[config.mk]
export PLATFORM = sky130hd
export DESIGN_NAME = ufit_top
export DESIGN_NICKNAME = d
export VERILOG_FILES = /design/src/hdl/ufit_pkg.sv /design/src/hdl/ufit_bit_tick.sv /design/src/hdl/ufit_top.sv
export VERILOG_INCLUDE_DIRS = /design/src /design/src/hdl
export SDC_FILE = /design/constraint.sdc
export NUM_CORES = 1
export LEC_CHECK = 0
export ABC_AREA = 1
export BUFFER_PORTS_ARGS = -buffer_cell sky130_fd_sc_hd__buf_2
export CORE_MARGIN = 2
export CORE_UTILIZATION = 61
export CTS_CLUSTER_DIAMETER = 60
export DETAILED_ROUTE_END_ITERATION = 8
export GPL_TIMING_DRIVEN = 1
export PLACE_DENSITY = 0.85
export SYNTH_ARGS = -nofsm -noshare
export SYNTH_HDL_FRONTEND = slang
export SYNTH_HIERARCHICAL = 1
export SYNTH_SLANG_ARGS = --single-unit
[constraint.sdc]
create_clock -name I_CLK -period 4.55 [get_ports I_CLK]
set_input_delay 1.365 -clock I_CLK [delete_from_list [all_inputs] [get_ports I_CLK]]
set_output_delay 1.365 -clock I_CLK [all_outputs]
set_load 0.005 [all_outputs]
[src/hdl/ufit_consts.svh]
/*
  constants of the frame interval timer: register offsets, field positions,
  reset values and bit-time rate figures.
  assumes inclusion by bare name from the package and the design modules.
*/
`ifndef UFIT_CONSTS_SVH
`define UFIT_CONSTS_SVH

// register byte offsets inside the host controller window
`define UFIT_OFS_INTERVAL  8'h34
`define UFIT_OFS_REMAIN    8'h38
`define UFIT_ADDR_W        8

// interval register fields
`define UFIT_TOGGLE_BIT    31
`define UFIT_BUDGET_HI     30
`define UFIT_BUDGET_LO     16
`define UFIT_IVAL_HI       13
`define UFIT_IVAL_LO       0

// widths of the timing fields
`define UFIT_IVAL_W        14
`define UFIT_BUDGET_W      15

// reset values: nominal interval field is 11,999, a frame of 12,000 bit times
`define UFIT_IVAL_RST      14'h2EDF
`define UFIT_BUDGET_RST    15'h0000
`define UFIT_LEFT_RST      14'h0000

// core clock and full-speed bit rate, in hertz
`define UFIT_CLK_HZ        250000000
`define UFIT_BIT_HZ        12000000

`endif

[src/hdl/ufit_pkg.sv]
/*
  types shared by the frame interval timer modules.
  assumes ufit_consts.svh is on the include path.
*/
`include "ufit_consts.svh"

package ufit_pkg;

  // register selected by the current access
  typedef enum logic [1:0] {
    UFIT_SEL_NONE     = 2'b00,
    UFIT_SEL_INTERVAL = 2'b01,
    UFIT_SEL_REMAIN   = 2'b10
  } ufit_sel_t;

  // interval field value
  typedef logic [`UFIT_IVAL_W-1:0]   ufit_ival_t;
  // largest packet budget value
  typedef logic [`UFIT_BUDGET_W-1:0] ufit_budget_t;

endpackage : ufit_pkg

[src/hdl/ufit_bit_tick.sv]
/*
  bit-time strobe generator: a phase accumulator that yields, on average,
  BIT_HZ one-cycle pulses per second from a CLK_HZ clock.
  assumes BIT_HZ is at most CLK_HZ and both fit in 31 bits.
*/
`include "ufit_consts.svh"

module ufit_bit_tick #(
  parameter int unsigned CLK_HZ = `UFIT_CLK_HZ,
  parameter int unsigned BIT_HZ = `UFIT_BIT_HZ
) (
  // clock and reset
  input  wire logic i_clk,
  input  wire logic i_arst_n,
  // one-cycle strobe per bit time
  output logic      o_tick
);

  localparam logic [31:0] STEP = 32'(BIT_HZ);  // phase added each cycle
  localparam logic [31:0] WRAP = 32'(CLK_HZ);  // phase of one full bit time

  logic [31:0] acc_r;    // current phase
  logic [31:0] sum;      // phase after this cycle's step
  logic        wrap;     // phase passes a bit-time boundary
  logic        tick_r;   // registered strobe

  assign sum    = acc_r + STEP;
  assign wrap   = (sum >= WRAP);
  assign o_tick = tick_r;

  // advance the phase, fold back on wrap
  always_ff @(posedge i_clk or negedge i_arst_n) begin
    if (!i_arst_n) begin
      acc_r  <= 32'h0;
      tick_r <= 1'b0;
    end else begin
      acc_r  <= wrap ? (sum - WRAP) : sum;
      tick_r <= wrap;
    end
  end

endmodule : ufit_bit_tick

[src/hdl/ufit_top.sv]
/*
  frame interval timer of a full/low-speed host controller: interval and
  remaining-time registers, remaining-time down counter, largest packet
  budget counter and start-of-frame strobe.
  assumes the register port and the running-state level come from logic on
  the same clock, so none of them is synchronised here.
*/
// Functional notes
// - budget field loads budget counter each frame
// - budget counter counts bits still transferable
// - interval field sets start-of-frame spacing
// - reset gives interval 11,999, others zero
// - remaining counter decrements once per bit time
// - zero reloads counter from interval next bit
// - zero copies interval toggle to remaining toggle
// - entering running state reloads counter from interval
`include "ufit_consts.svh"

module ufit_top #(
  parameter int unsigned CLK_HZ = `UFIT_CLK_HZ,
  parameter int unsigned BIT_HZ = `UFIT_BIT_HZ
) (
  // clock and reset
  input  wire logic        I_CLK,
  input  wire logic        I_ARST_N,
  // register port
  input  wire logic [7:0]  I_REG_ADDR,
  input  wire logic        I_REG_WR,
  input  wire logic        I_REG_RD,
  input  wire logic [31:0] I_REG_WDATA,
  output logic      [31:0] O_REG_RDATA,
  // controller state
  input  wire logic        I_RUNNING,
  // frame timing outputs
  output logic             O_SOF_PULSE,
  output logic             O_BIT_TICK,
  output logic      [13:0] O_FRAME_LEFT,
  output logic      [14:0] O_BUDGET_LEFT
);

  ////////////////////////////////////////////////////////////////////////////
  // declarations

  ufit_pkg::ufit_ival_t   frame_interval_r;    // interval field
  ufit_pkg::ufit_budget_t budget_field_r;      // largest packet budget field
  logic                   interval_toggle_r;   // toggle written by software
  ufit_pkg::ufit_ival_t   frame_time_left_r;   // remaining-time counter
  logic                   remaining_toggle_r;  // toggle copied at frame end
  ufit_pkg::ufit_budget_t budget_cnt_r;        // largest packet budget counter
  logic                   running_r;           // running state, last cycle
  logic                   sof_r;               // start-of-frame strobe
  logic [31:0]            rdata_r;             // read data holding register
  logic                   bit_tick;            // one strobe per bit time
  ufit_pkg::ufit_sel_t    sel;                 // decoded register
  logic                   wr_interval;         // write to interval register
  logic                   wr_remain;           // write to remaining register
  logic                   run_start;           // entry into running state
  logic                   frame_end;           // counter at zero on a bit time
  logic                   frame_step;          // counter decrements this bit
  logic [31:0]            interval_word;       // interval register read view
  logic [31:0]            remain_word;         // remaining register read view
  logic [31:0]            rdata_nxt;           // selected read data

  ////////////////////////////////////////////////////////////////////////////
  // bit-time strobe

  ufit_bit_tick #(
    .CLK_HZ (CLK_HZ),
    .BIT_HZ (BIT_HZ)
  ) u_tick (
    .i_clk    (I_CLK),
    .i_arst_n (I_ARST_N),
    .o_tick   (bit_tick)
  );

  ////////////////////////////////////////////////////////////////////////////
  // decode

  // address decode, unmapped offsets select nothing
  assign sel = (I_REG_ADDR == `UFIT_OFS_INTERVAL) ? ufit_pkg::UFIT_SEL_INTERVAL :
               (I_REG_ADDR == `UFIT_OFS_REMAIN)   ? ufit_pkg::UFIT_SEL_REMAIN   :
                                                    ufit_pkg::UFIT_SEL_NONE;
  assign wr_interval = I_REG_WR && (sel == ufit_pkg::UFIT_SEL_INTERVAL);
  assign wr_remain   = I_REG_WR && (sel == ufit_pkg::UFIT_SEL_REMAIN);

  // running-state entry, highest priority on the counter
  assign run_start  = I_RUNNING && !running_r;
  // counting only while running and not overridden this cycle
  assign frame_end  = bit_tick && running_r && !run_start && !wr_remain &&
                      (frame_time_left_r == `UFIT_LEFT_RST);
  assign frame_step = bit_tick && running_r && !run_start && !wr_remain &&
                      (frame_time_left_r != `UFIT_LEFT_RST);

  // read views, reserved bits as zero
  assign interval_word = {interval_toggle_r, budget_field_r, 2'b00, frame_interval_r};
  assign remain_word   = {remaining_toggle_r, 17'h00000, frame_time_left_r};
  assign rdata_nxt     = (sel == ufit_pkg::UFIT_SEL_INTERVAL) ? interval_word :
                         (sel == ufit_pkg::UFIT_SEL_REMAIN)   ? remain_word   :
                                                                32'h0;

  ////////////////////////////////////////////////////////////////////////////
  // interval register

  // software writes; reserved bits 15..14 are not stored
  always_ff @(posedge I_CLK or negedge I_ARST_N) begin
    if (!I_ARST_N) begin
      frame_interval_r  <= `UFIT_IVAL_RST;
      budget_field_r    <= `UFIT_BUDGET_RST;
      interval_toggle_r <= 1'b0;
    end else if (wr_interval) begin
      frame_interval_r  <= I_REG_WDATA[`UFIT_IVAL_HI:`UFIT_IVAL_LO];
      budget_field_r    <= I_REG_WDATA[`UFIT_BUDGET_HI:`UFIT_BUDGET_LO];
      interval_toggle_r <= I_REG_WDATA[`UFIT_TOGGLE_BIT];
    end
  end

  ////////////////////////////////////////////////////////////////////////////
  // remaining-time counter and toggle

  // priority: running entry, software write, frame end, decrement
  always_ff @(posedge I_CLK or negedge I_ARST_N) begin
    if (!I_ARST_N) begin
      frame_time_left_r  <= `UFIT_LEFT_RST;
      remaining_toggle_r <= 1'b0;
    end else if (run_start) begin
      frame_time_left_r  <= frame_interval_r;
    end else if (wr_remain) begin
      frame_time_left_r  <= I_REG_WDATA[`UFIT_IVAL_HI:`UFIT_IVAL_LO];
      remaining_toggle_r <= I_REG_WDATA[`UFIT_TOGGLE_BIT];
    end else if (frame_end) begin
      frame_time_left_r  <= frame_interval_r;
      remaining_toggle_r <= interval_toggle_r;
    end else if (frame_step) begin
      frame_time_left_r  <= frame_time_left_r - 14'h0001;
    end
  end

  ////////////////////////////////////////////////////////////////////////////
  // largest packet budget counter, frame strobe, running edge

  // budget reloads at frame start, then drains one bit per bit time
  always_ff @(posedge I_CLK or negedge I_ARST_N) begin
    if (!I_ARST_N) begin
      budget_cnt_r <= `UFIT_BUDGET_RST;
      sof_r        <= 1'b0;
      running_r    <= 1'b0;
    end else begin
      running_r <= I_RUNNING;
      sof_r     <= frame_end;
      if (frame_end) begin
        budget_cnt_r <= budget_field_r;
      end else if (bit_tick && budget_cnt_r != 15'h0000) begin
        budget_cnt_r <= budget_cnt_r - 15'h0001;
      end
    end
  end

  // read data captured on a read strobe
  always_ff @(posedge I_CLK or negedge I_ARST_N) begin
    if (!I_ARST_N) begin
      rdata_r <= 32'h0;
    end else if (I_REG_RD) begin
      rdata_r <= rdata_nxt;
    end
  end

  // outputs
  assign O_REG_RDATA   = rdata_r;
  assign O_SOF_PULSE   = sof_r;
  assign O_BIT_TICK    = bit_tick;
  assign O_FRAME_LEFT  = frame_time_left_r;
  assign O_BUDGET_LEFT = budget_cnt_r;

  ////////////////////////////////////////////////////////////////////////////
  // checks

  logic seen_clk_r;  // low only in the first cycle after reset release
  always_ff @(posedge I_CLK or negedge I_ARST_N) begin
    if (!I_ARST_N) begin
      seen_clk_r <= 1'b0;
    end else begin
      seen_clk_r <= 1'b1;
    end
  end
endmodule : ufit_top

==> impl_metrics.env, run 1 <==
export IMPL_max_clock_path_buffers=2
export IMPL_synth_fa_ha_area_share_pct=0.998
export IMPL_row_count=40
export IMPL_synth_simple_gate_area_share_pct=35.9
export IMPL_syn_area_sq_mm=0.00752
export IMPL_via_count=7168
export IMPL_vias_per_cell=5.55
export IMPL_rsz0062_at_grt="no"
export IMPL_synth_enable_flop_cells=0
export IMPL_grt_overflow_total=0
export IMPL_cts_root_buf="clkbuf_16"
export IMPL_yosysTopAreaCell="dfrtp_1"
export IMPL_grt_max_degree=66
export IMPL_synth_top_area_share_pct=35.6
export IMPL_fmax_ghz=0.322
export IMPL_synth_xor_area_share_pct=3.49
export IMPL_crit_chain="inv_1 > ha_1 > inv_1 > nand2_1 > nand2_1 > nand3_2 > nand3_1 > nand2_1 > nor2_1 > nand2_1 > nand3_2 > nand2_2 > nor2_4 > nand2_1 > nand2_1"
export IMPL_cts_tree="built"
export IMPL_critPathKind="reg -> reg"
export IMPL_ys_flop_type="dfrtp_1"
export IMPL_period_minus_slack_ns=3.10
export IMPL_postCtsResizedCells=0
export IMPL_total_power_w=0.00284
export IMPL_grt_pass1_wl_um=31700
export IMPL_cts_sinks=118
export IMPL_cpMaxStageDelayCell="nor2_4"
export IMPL_tns_ns=0
export IMPL_hold_class="reg -> reg"
export IMPL_synth_top_family_by_area="simple AND/OR/NAND/NOR gates"
export IMPL_mostFrequentLayoutCell="nand2_1"
export IMPL_synth_compound_area_share_pct=9.27
export IMPL_grt_pass1_vias=6868
export IMPL_grt_total_usage_pct=30.1
export IMPL_io_buffers=103
export IMPL_clk_pin_slew_ns=0.05
export IMPL_yosysSeqAreaShare_pct=39.5
export IMPL_p_leak_nw=4.64
export IMPL_end_kind="flop"
export IMPL_ant_nets=0
export IMPL_hpwl_um=12900
export IMPL_setup_viol=0
export IMPL_cts_buffers=17
export IMPL_worstSetupStartpointType="flop"
export IMPL_synth_seq_cells=118
export IMPL_synthCells=1035
export IMPL_synth_warnings=6
export IMPL_cts_hold_buf=0
export IMPL_powerDensity_mw_per_mm2=328
export IMPL_synth_distinct_cells=44
export IMPL_finalHoldViolCount=0
export IMPL_io_pins=108
export IMPL_nets=1182
export IMPL_synthMuxAreaShare_pct=2.25
export IMPL_first_iter_violations=643
export IMPL_slowest_delay_ns=0.51
export IMPL_ir_drop_v=0.000246
export IMPL_drc=0
export IMPL_antenna_found_initial=0
export IMPL_routedWlPerCell_um=14.8
export IMPL_fill_cells=961
export IMPL_period_share_pct=68.2
export IMPL_cap_violations=0
export IMPL_crit_top_cell="nand2_1"
export IMPL_die_area_sq_mm=0.0132
export IMPL_worstPathArrival_ns=3.46
export IMPL_cts_setup_buffers=0
export IMPL_drt_wl_total_um=19100
export IMPL_htree_levels=4
export IMPL_syn_avg_cell_area_sq_um=7.27
export IMPL_first_pass_iters=5
export IMPL_die_h_um=115
export IMPL_gp_congestion=0.908
export IMPL_outcome="finished clean"
export IMPL_max_slew_margin_pct=44.2
export IMPL_area_delta_synth_final_pct=15.2
export IMPL_worstMarginPinSlew_ns=0.837
export IMPL_required_ns=4.90
export IMPL_start_util_pct=62.6
export IMPL_fin_skew_ns=0.0112
export IMPL_drv_slew=0
export IMPL_synthTopCellsByArea="dfrtp_1, nand2_1, nand3_1"
export IMPL_critPathMaxFanout=24
export IMPL_core_area_sq_mm=0.0120
export IMPL_layout_common_cells="nand2_1, inv_1, dfrtp_1"
export IMPL_drive_gt1_share_pct=19.8
export IMPL_clk_latency_ns=0.42
export IMPL_antenna_cells=0
export IMPL_synthArstFlopShare_pct=100
export IMPL_die_width_um=115
## metrics by stage
stage | setup slack [ns] | utilization [%] | hold slack, ns | instances | cell area, sq um
2_1_floorplan | 2.03 | - | 0.468 | 1036 | 7520
3_3_place_gp | 1.26 | 67.1 | 0.456 | 1259 | 8060
5_1_grt | 1.12 | 72.1 | 0.493 | 1291 | 8660
3_5_place_dp | 1.22 | 67.1 | 0.464 | 1259 | 8060
6_report | 1.45 | 72.1 | 0.477 | 1291 | 8660
4_1_cts | 1.49 | 72.1 | 0.476 | 1291 | 8660
## synth_stat cells, types with 2 or more instances
cell      instances
nor2_2           14
a21oi_2           4
inv_2            10
o21ai_0          36
mux2_1           10
nor3_1           11
nor2_1           97
buf_2             4
buf_4             6
o21ai_1           3
mux2_2            5
nand3_2           6
o21a_1           10
ha_1              6
o221ai_1         10
nand3_4           3
nand2_1         336
dfstp_2          11
clkbuf_1         14
inv_1           109
nor2_4            7
xor2_1           25
buf_6             7
nand2_2          18
nand4_1           6
nand3_1          88
nand3b_1          4
nor2_8            2
a21oi_1          42
nor3_4            2
dfrtp_1         107
nor3_2            2
xnor2_1           5
a31oi_1           5
## layout make-up
class | count | area (sq um) | area share (%)
multi-input combinational | 768 | 3910 | 45.2
sequential | 118 | 2970 | 34.2
timing repair buffer | 107 | 548 | 6.33
clock buffer | 22 | 484 | 5.59
inverter | 119 | 447 | 5.16
tap | 147 | 184 | 2.12
clock inverter | 10 | 120 | 1.39
## registers in the layout (all words and copies together), names as in the netlist
name,count
O_SOF_PULSE,1
O_BUDGET_LEFT,15
remaining_toggle_r,1
O_REG_RDATA,30
frame_interval_r,14
interval_toggle_r,1
running_r,1
u_tick/o_tick,1
budget_field_r,15
u_tick/acc_r,25
O_FRAME_LEFT,14
## worst max-delay path: cells and delay by family, from the launching register on
kind                     cells  cell delay (ns)
buffers and inverters        2             0.15
flip-flops                   1             0.44
AND/OR/NAND/NOR             12             2.21
adder cells (fa/ha/maj)      1             0.23
## path summary, 6_finish.rpt
check,startpoint,endpoint,slack [ns],depth (start not counted)
hold / removal,O_REG_RDATA[13]$_DFFE_PN0P_,O_REG_RDATA[13]$_DFFE_PN0P_,0.48,1
hold reg to reg,O_REG_RDATA[13]$_DFFE_PN0P_,O_REG_RDATA[13]$_DFFE_PN0P_,0.48,1
setup reg to reg,u_tick/acc_r[8]$_DFF_PN0_,u_tick/acc_r[21]$_DFF_PN0_,1.45,15
setup / recovery,u_tick/acc_r[8]$_DFF_PN0_,u_tick/acc_r[21]$_DFF_PN0_,1.45,15
max in group asynchronous,I_ARST_N,frame_interval_r[1]$_DFFE_PN1P_,2.54,2
min in group asynchronous,I_ARST_N,O_FRAME_LEFT[4]$_DFFE_PN0P_,1.03,1
## power breakdown
group | switching, W | total, W | leakage (nW) | internal, W
logic | 0.000188 | 0.000312 | 2.87 | 0.000124
registers | 0.0000700 | 0.00118 | 1.48 | 0.00111
clock network | 0.000483 | 0.00135 | 0.293 | 0.000865
## layer usage
metal  track usage, %  routed length (um)  vias to the layer above
li1                 -                   -                     3495
met4             13.8                 534                        0
met3             6.38                1250                       58
met5                0                   0                        -
met1             37.5                7980                     3327
met2             50.5                9290                      288
## cell families after synthesis
logic type,count (synthesis)
DFF,118
buffers and inverters,150
and+or+nand+nor,599
other,1
muxes,15
AOI/OAI and AO/OA,116
adders and majority gates,6
xor gates and xnor gates,30
(Power assumes the default switching activity.)
==> run 2, diff against run 1 <==
- CORE_UTILIZATION: 61 -> 58
- PLACE_DENSITY: 0.85 -> 0.82
- clock period: 4.55 -> 3.2 ns (I/O delays scaled with it)
==> impl_metrics.env, run 2 (same netlist as run 1, synthesis figures left out) <==
export IMPL_htree_levels=4
export IMPL_fin_skew_ns=0.00645
export IMPL_worstSetupStartpointType="flop"
export IMPL_dp_cells=1294
export IMPL_fin_ws_ns=0.427
export IMPL_p_leak_nw=4.69
export IMPL_powerDensity_mw_per_mm2=463
export IMPL_cts_sinks=118
export IMPL_period_share_pct=86.7
export IMPL_core_area_sq_mm=0.0126
export IMPL_clk_pin_slew_ns=0.06
export IMPL_gp_congestion=0.968
export IMPL_hpwl_um=13100
export IMPL_tns_ns=0
export IMPL_drv_slew=0
export IMPL_antenna_cells=0
export IMPL_cts_hold_buf=0
export IMPL_postCtsResizedCells=0
export IMPL_worstHoldStart="O_REG_RDATA[16]$_DFFE_PN0P_"
export IMPL_worstMarginPinSlew_ns=0.586
export IMPL_ir_drop_v=0.000394
export IMPL_drc=0
export IMPL_cts_tree="built"
export IMPL_grt_max_degree=43
export IMPL_timing_rr_start="u_tick/acc_r[8]$_DFF_PN0_"
export IMPL_die_width_um=118
export IMPL_row_count=41
export IMPL_grt_overflow_total=0
export IMPL_layout_common_cells="nand2_1, inv_1, dfrtp_1"
export IMPL_rsz0062_at_grt="no"
export IMPL_die_area_sq_mm=0.0139
export IMPL_max_slew_margin_pct=60.8
export IMPL_area_delta_synth_final_pct=17.0
export IMPL_final_cells=1326
export IMPL_nets=1192
export IMPL_cts_root_buf="clkbuf_16"
export IMPL_top_usage_layer="met2"
export IMPL_cap_violations=0
export IMPL_fmax_ghz=0.361
export IMPL_required_ns=3.56
export IMPL_worst_hold_slack_ns=0.478
export IMPL_dp_slack_ns=0.348
export IMPL_drive_gt1_share_pct=20.5
export IMPL_grt_total_usage_pct=28.2
export IMPL_finalHoldViolCount=0
export IMPL_antenna_found_initial=0
export IMPL_setup_viol=0
export IMPL_first_pass_iters=7
export IMPL_grt_pass1_vias=6749
export IMPL_routedWlPerCell_um=14.0
export IMPL_via_count=7118
export IMPL_vias_per_cell=5.37
export IMPL_grtUsageMet3_pct=7.03
export IMPL_ant_nets=0
export IMPL_clk_latency_ns=0.42
export IMPL_end_kind="flop"
export IMPL_io_buffers=103
export IMPL_period_minus_slack_ns=2.77
export IMPL_start_util_pct=59.6
export IMPL_use_met2_pct=46.1
export IMPL_cts_buffers=17
export IMPL_critPathMaxFanout=11
export IMPL_outcome="finished clean"
export IMPL_hold_class="reg -> reg"
export IMPL_mostFrequentLayoutCell="nand2_1"
export IMPL_startpoint="u_tick/acc_r[8]$_DFF_PN0_"
export IMPL_worstPathArrival_ns=3.13
export IMPL_first_iter_violations=695
export IMPL_grtUsageMet1_pct=36.8
export IMPL_grt_pass1_wl_um=31800
export IMPL_max_clock_path_buffers=2
export IMPL_critPathKind="reg -> reg"
export IMPL_drt_wl_total_um=18600
export IMPL_largest_reg_flops=30
export IMPL_io_pins=108
export IMPL_die_h_um=118
export IMPL_cts_setup_buffers=0
-- run 2: layer usage --
layer  share of wire [%]  vias up
met5                   0        -
met2                  47      244
met1                  44     3336
met4                 1.5        0
met3                 7.1       28
li1                    -     3510
-- run 2: cell type report --
type / count / area, sq um
Clock buffer: 21 / 460
Clock inverter: 11 / 148
Fill cell: 1038 / 3820
Inverter: 119 / 447
Multi-Input combinational cell: 768 / 3920
Sequential cell: 118 / 2970
Tap cell: 172 / 215
Timing Repair Buffer: 117 / 648
-- run 2: final timing paths --
path                                                         to  slack, ns  cells after the start
min in group asynchronous            O_REG_RDATA[7]$_DFFE_PN0P_       0.52                      1
worst min-delay path                O_REG_RDATA[16]$_DFFE_PN0P_       0.48                      2
worst max register to register        u_tick/acc_r[8]$_DFF_PN0_       0.43                     18
worst max-delay path                  u_tick/acc_r[8]$_DFF_PN0_       0.43                     18
worst min register to register      O_REG_RDATA[16]$_DFFE_PN0P_       0.48                      2
max in group asynchronous       frame_interval_r[0]$_DFFE_PN1P_       2.02                      2
-- run 2: stage by stage --
stage                     total power, W  area (sq um)  utilization, %
after floorplan                  0.00195          7520               -
after CTS                        0.00409          8800            69.7
after global placement           0.00212          8190            64.9
after global routing             0.00425          8800            69.7
after detailed placement         0.00214          8190            64.9
final                            0.00408          8800            69.7
-- run 2: power by group --
group          internal, W  switching [W]
Combinational     0.000181       0.000268
Clock              0.00127       0.000691
Sequential         0.00157      0.0000964
-- run 2: worst max-delay path: stages (launching register included) --
cell and delay, ns:
dfrtp_1 0.44, inv_1 0.11, ha_1 0.19, inv_1 0.05
nand2_1 0.11, nand2_2 0.13, a21o_1 0.18, nand2_1 0.17
nor2_1 0.08, nor2_1 0.09, nand2_1 0.10, nand2_1 0.10
nand2_1 0.13, nand3_2 0.15, nand2_2 0.08, nor2_4 0.22
buf_4 0.23, nand2_1 0.07, nand2_1 0.06
==> run 3, diff against run 2 <==
- ABC_AREA: 1 -> 0
==> impl_metrics.env, run 3 <==
export IMPL_die_width_um=113
export IMPL_core_area_sq_mm=0.0115
export IMPL_synthArstFlopShare_pct=100
export IMPL_synthCells=726
export IMPL_slowest_delay_ns=0.57
export IMPL_worstPathArrival_ns=3.49
export IMPL_synth_warnings=6
export IMPL_powerDensity_mw_per_mm2=458
export IMPL_antenna_cells=0
export IMPL_layout_common_cells="dfrtp_1, buf_2, buf_4"
export IMPL_vias_per_cell=6.24
export IMPL_critPathMaxFanout=8
export IMPL_cts_hold_buf=0
export IMPL_row_count=39
export IMPL_cts_sinks=118
export IMPL_first_pass_iters=7
export IMPL_cts_buffers=17
export IMPL_rsz0062_at_grt="yes"
export IMPL_clk_latency_ns=0.42
export IMPL_synthTopCellsByArea="dfrtp_1, xnor2_1, mux2_2"
export IMPL_violations="design-rule violations"
export IMPL_synth_most_common_cell="dfrtp_1"
export IMPL_tns_ns=0
export IMPL_crit_family="compound AO/OA/AOI/OAI gates"
export IMPL_cts_tree="built"
export IMPL_first_iter_violations=904
export IMPL_synth_distinct_cells=91
export IMPL_io_buffers=103
export IMPL_drv_slew=0
export IMPL_hpwl_um=13300
export IMPL_ys_flop_type="dfrtp_1"
export IMPL_timing_rr_start="u_tick/acc_r[8]$_DFF_PN0_"
export IMPL_via_count=6416
export IMPL_rrSetupSlack_ns=0.004
export IMPL_syn_area_sq_mm=0.00688
export IMPL_start_util_pct=59.8
export IMPL_fill_cells=765
export IMPL_regArea_sq_mm=0.00297
export IMPL_die_h_um=113
export IMPL_rr_worst_depth=14
export IMPL_fin_skew_ns=0.00750
export IMPL_largest_reg_flops=30
export IMPL_ant_nets=0
export IMPL_yosysTopAreaCell="dfrtp_1"
export IMPL_outcome="finished, violations left"
export IMPL_gp_congestion=0.951
export IMPL_crit_chain="inv_2 > ha_4 > nand2b_4 > buf_6 > a21oi_2 > o311ai_2 > a211oi_2 > or4_4 > o22ai_4 > a21oi_4 > buf_6 > a21o_1 > a221o_1 > xnor2_1"
export IMPL_max_slew_margin_pct=34.3
export IMPL_setup_viol=0
export IMPL_crit_top_cell="buf_6"
export IMPL_nets=923
export IMPL_worstMarginPinSlew_ns=0.985
export IMPL_yosysSeqAreaShare_pct=43.1
export IMPL_area_delta_synth_final_pct=25.2
export IMPL_die_area_sq_mm=0.0128
export IMPL_drt_wl_total_um=19400
export IMPL_cpMaxStageDelayCell="or4_4"
export IMPL_grt_max_degree=61
export IMPL_ir_drop_v=0.000390
export IMPL_cp_num_buf_inv=3
export IMPL_period_minus_slack_ns=3.20
export IMPL_synth_enable_flop_cells=0
export IMPL_p_leak_nw=3.70
export IMPL_grt_pass1_vias=6368
export IMPL_finalHoldViolCount=0
export IMPL_cts_root_buf="clkbuf_16"
export IMPL_mostFrequentLayoutCell="dfrtp_1"
export IMPL_grt_pass1_wl_um=31600
export IMPL_drc=13
export IMPL_synth_top_area_share_pct=38.9
export IMPL_routedWlPerCell_um=18.9
export IMPL_drive_gt1_share_pct=33.0
export IMPL_cap_violations=0
export IMPL_worstSetupStartpointType="flop"
export IMPL_critPathKind="reg -> reg"
export IMPL_clk_pin_slew_ns=0.05
export IMPL_fmax_ghz=0.313
export IMPL_grt_overflow_total=0
export IMPL_antenna_found_initial=0
export IMPL_hold_class="in -> async"
export IMPL_r2r_end="u_tick/acc_r[12]$_DFF_PN0_"
export IMPL_grt_total_usage_pct=31.2
export IMPL_io_pins=108
export IMPL_period_share_pct=99.9
export IMPL_worst_hold_slack_ns=0.486
export IMPL_synth_common_cells="dfrtp_1, nor2_1, a21oi_1"
export IMPL_max_clock_path_buffers=2
export IMPL_required_ns=3.50
export IMPL_synth_seq_cells=118
export IMPL_multi_input_area_sq_mm=0.00370
export IMPL_syn_avg_cell_area_sq_um=9.48
export IMPL_end_kind="flop"
export IMPL_htree_levels=4
run 3: cell count changes in the layout (fill, tap and decap cells not counted), sizes merged, moves of 13 or more:
cell	delta
nand2	-312
buf	+53
a22oi	+18
nor2	-60
xnor2	+38
mux2	+16
nand3	-63
inv	-91
nor4	+13
run 3: worst max path at each step:
stage / endpoint / cells after the start / slack, ns / start
global placement: u_tick/acc_r[12]$_DFF_PN0_ / 14 / -0.05 / u_tick/acc_r[8]$_DFF_PN0_
floorplan: u_tick/acc_r[20]$_DFF_PN0_ / 14 / 0.01 / u_tick/acc_r[8]$_DFF_PN0_
CTS: u_tick/acc_r[12]$_DFF_PN0_ / 14 / 0.0004 / u_tick/acc_r[8]$_DFF_PN0_
global route: u_tick/acc_r[20]$_DFF_PN0_ / 15 / -0.11 / u_tick/acc_r[8]$_DFF_PN0_
finish: u_tick/acc_r[12]$_DFF_PN0_ / 14 / 0.004 / u_tick/acc_r[8]$_DFF_PN0_
detailed placement: u_tick/acc_r[12]$_DFF_PN0_ / 15 / -0.13 / u_tick/acc_r[8]$_DFF_PN0_
run 3: cell type report:
type	count	area share (%)
timing repair buffer	170	12.1
clock buffer	23	5.43
tap	143	2.08
multi-input combinational	535	42.9
inverter	30	1.31
sequential	118	34.4
clock inverter	9	1.76
run 3: what timing repair did:
| item | CTS | global route |
|---|---|---|
| endpoints found under the setup margin | 3 | 19 |
| setup buffers | 1 | 3 |
| resized for setup | 16 | 8 |
| pin swaps | 5 | 5 |
run 3: routing by layer:
| metal | part of all wire [%] | track usage (%) | vias to the layer above |
|---|---|---|---|
| met2 | 49 | 50.7 | 334 |
| met3 | 8.2 | 7.82 | 44 |
| met1 | 41 | 40.5 | 3112 |
| met4 | 2.3 | 12.0 | 0 |
| li1 | - | - | 2926 |
| met5 | 0 | 0 | - |
run 3: report_power, final:
| part | leakage, nW | switching, W | internal, W |
|---|---|---|---|
| registers | 1.44 | 0.0000803 | 0.00156 |
| clock network | 0.301 | 0.000678 | 0.00134 |
| logic | 1.96 | 0.000163 | 0.000131 |
| total | 3.70 | 0.000921 | 0.00303 |
run 3: kinds of logic (layout without fill, tap and decap cells):
group | after synthesis | after routing | share of synthesized area, %
adders and majority gates | 6 | 6 | 1.09
xor gates and xnor gates | 58 | 58 | 7.38
AOI/OAI and AO/OA | 191 | 191 | 18.6
other | 1 | 2 | 0.0545
and+or+nand+nor | 242 | 242 | 19.4
muxes | 36 | 36 | 5.80
DFF | 118 | 118 | 43.1
buffers and inverters | 74 | 232 | 4.56
run 3: worst reg2reg max path: stages (launching register included):
cell      delay, ns
dfrtp_1        0.41
inv_2          0.10
ha_4           0.17
nand2b_4       0.15
buf_6          0.14
a21oi_2        0.07
o311ai_2       0.30
a211oi_2       0.14
or4_4          0.57
o22ai_4        0.15
a21oi_4        0.13
buf_6          0.17
a21o_1         0.16
a221o_1        0.30
xnor2_1        0.12
run 3: stage by stage:
stage	power [W]	cells	utilization [%]	area (sq um)	setup WS, ns
after floorplan	0.00179	727	-	6890	0.0146
after global placement	0.00193	993	68.4	7880	-0.0546
after detailed placement	0.00195	993	68.4	7880	-0.134
after CTS	0.00395	1025	74.4	8570	0.000351
after global routing	0.00407	1028	74.8	8620	-0.108
final	0.00395	1028	74.8	8620	0.00413
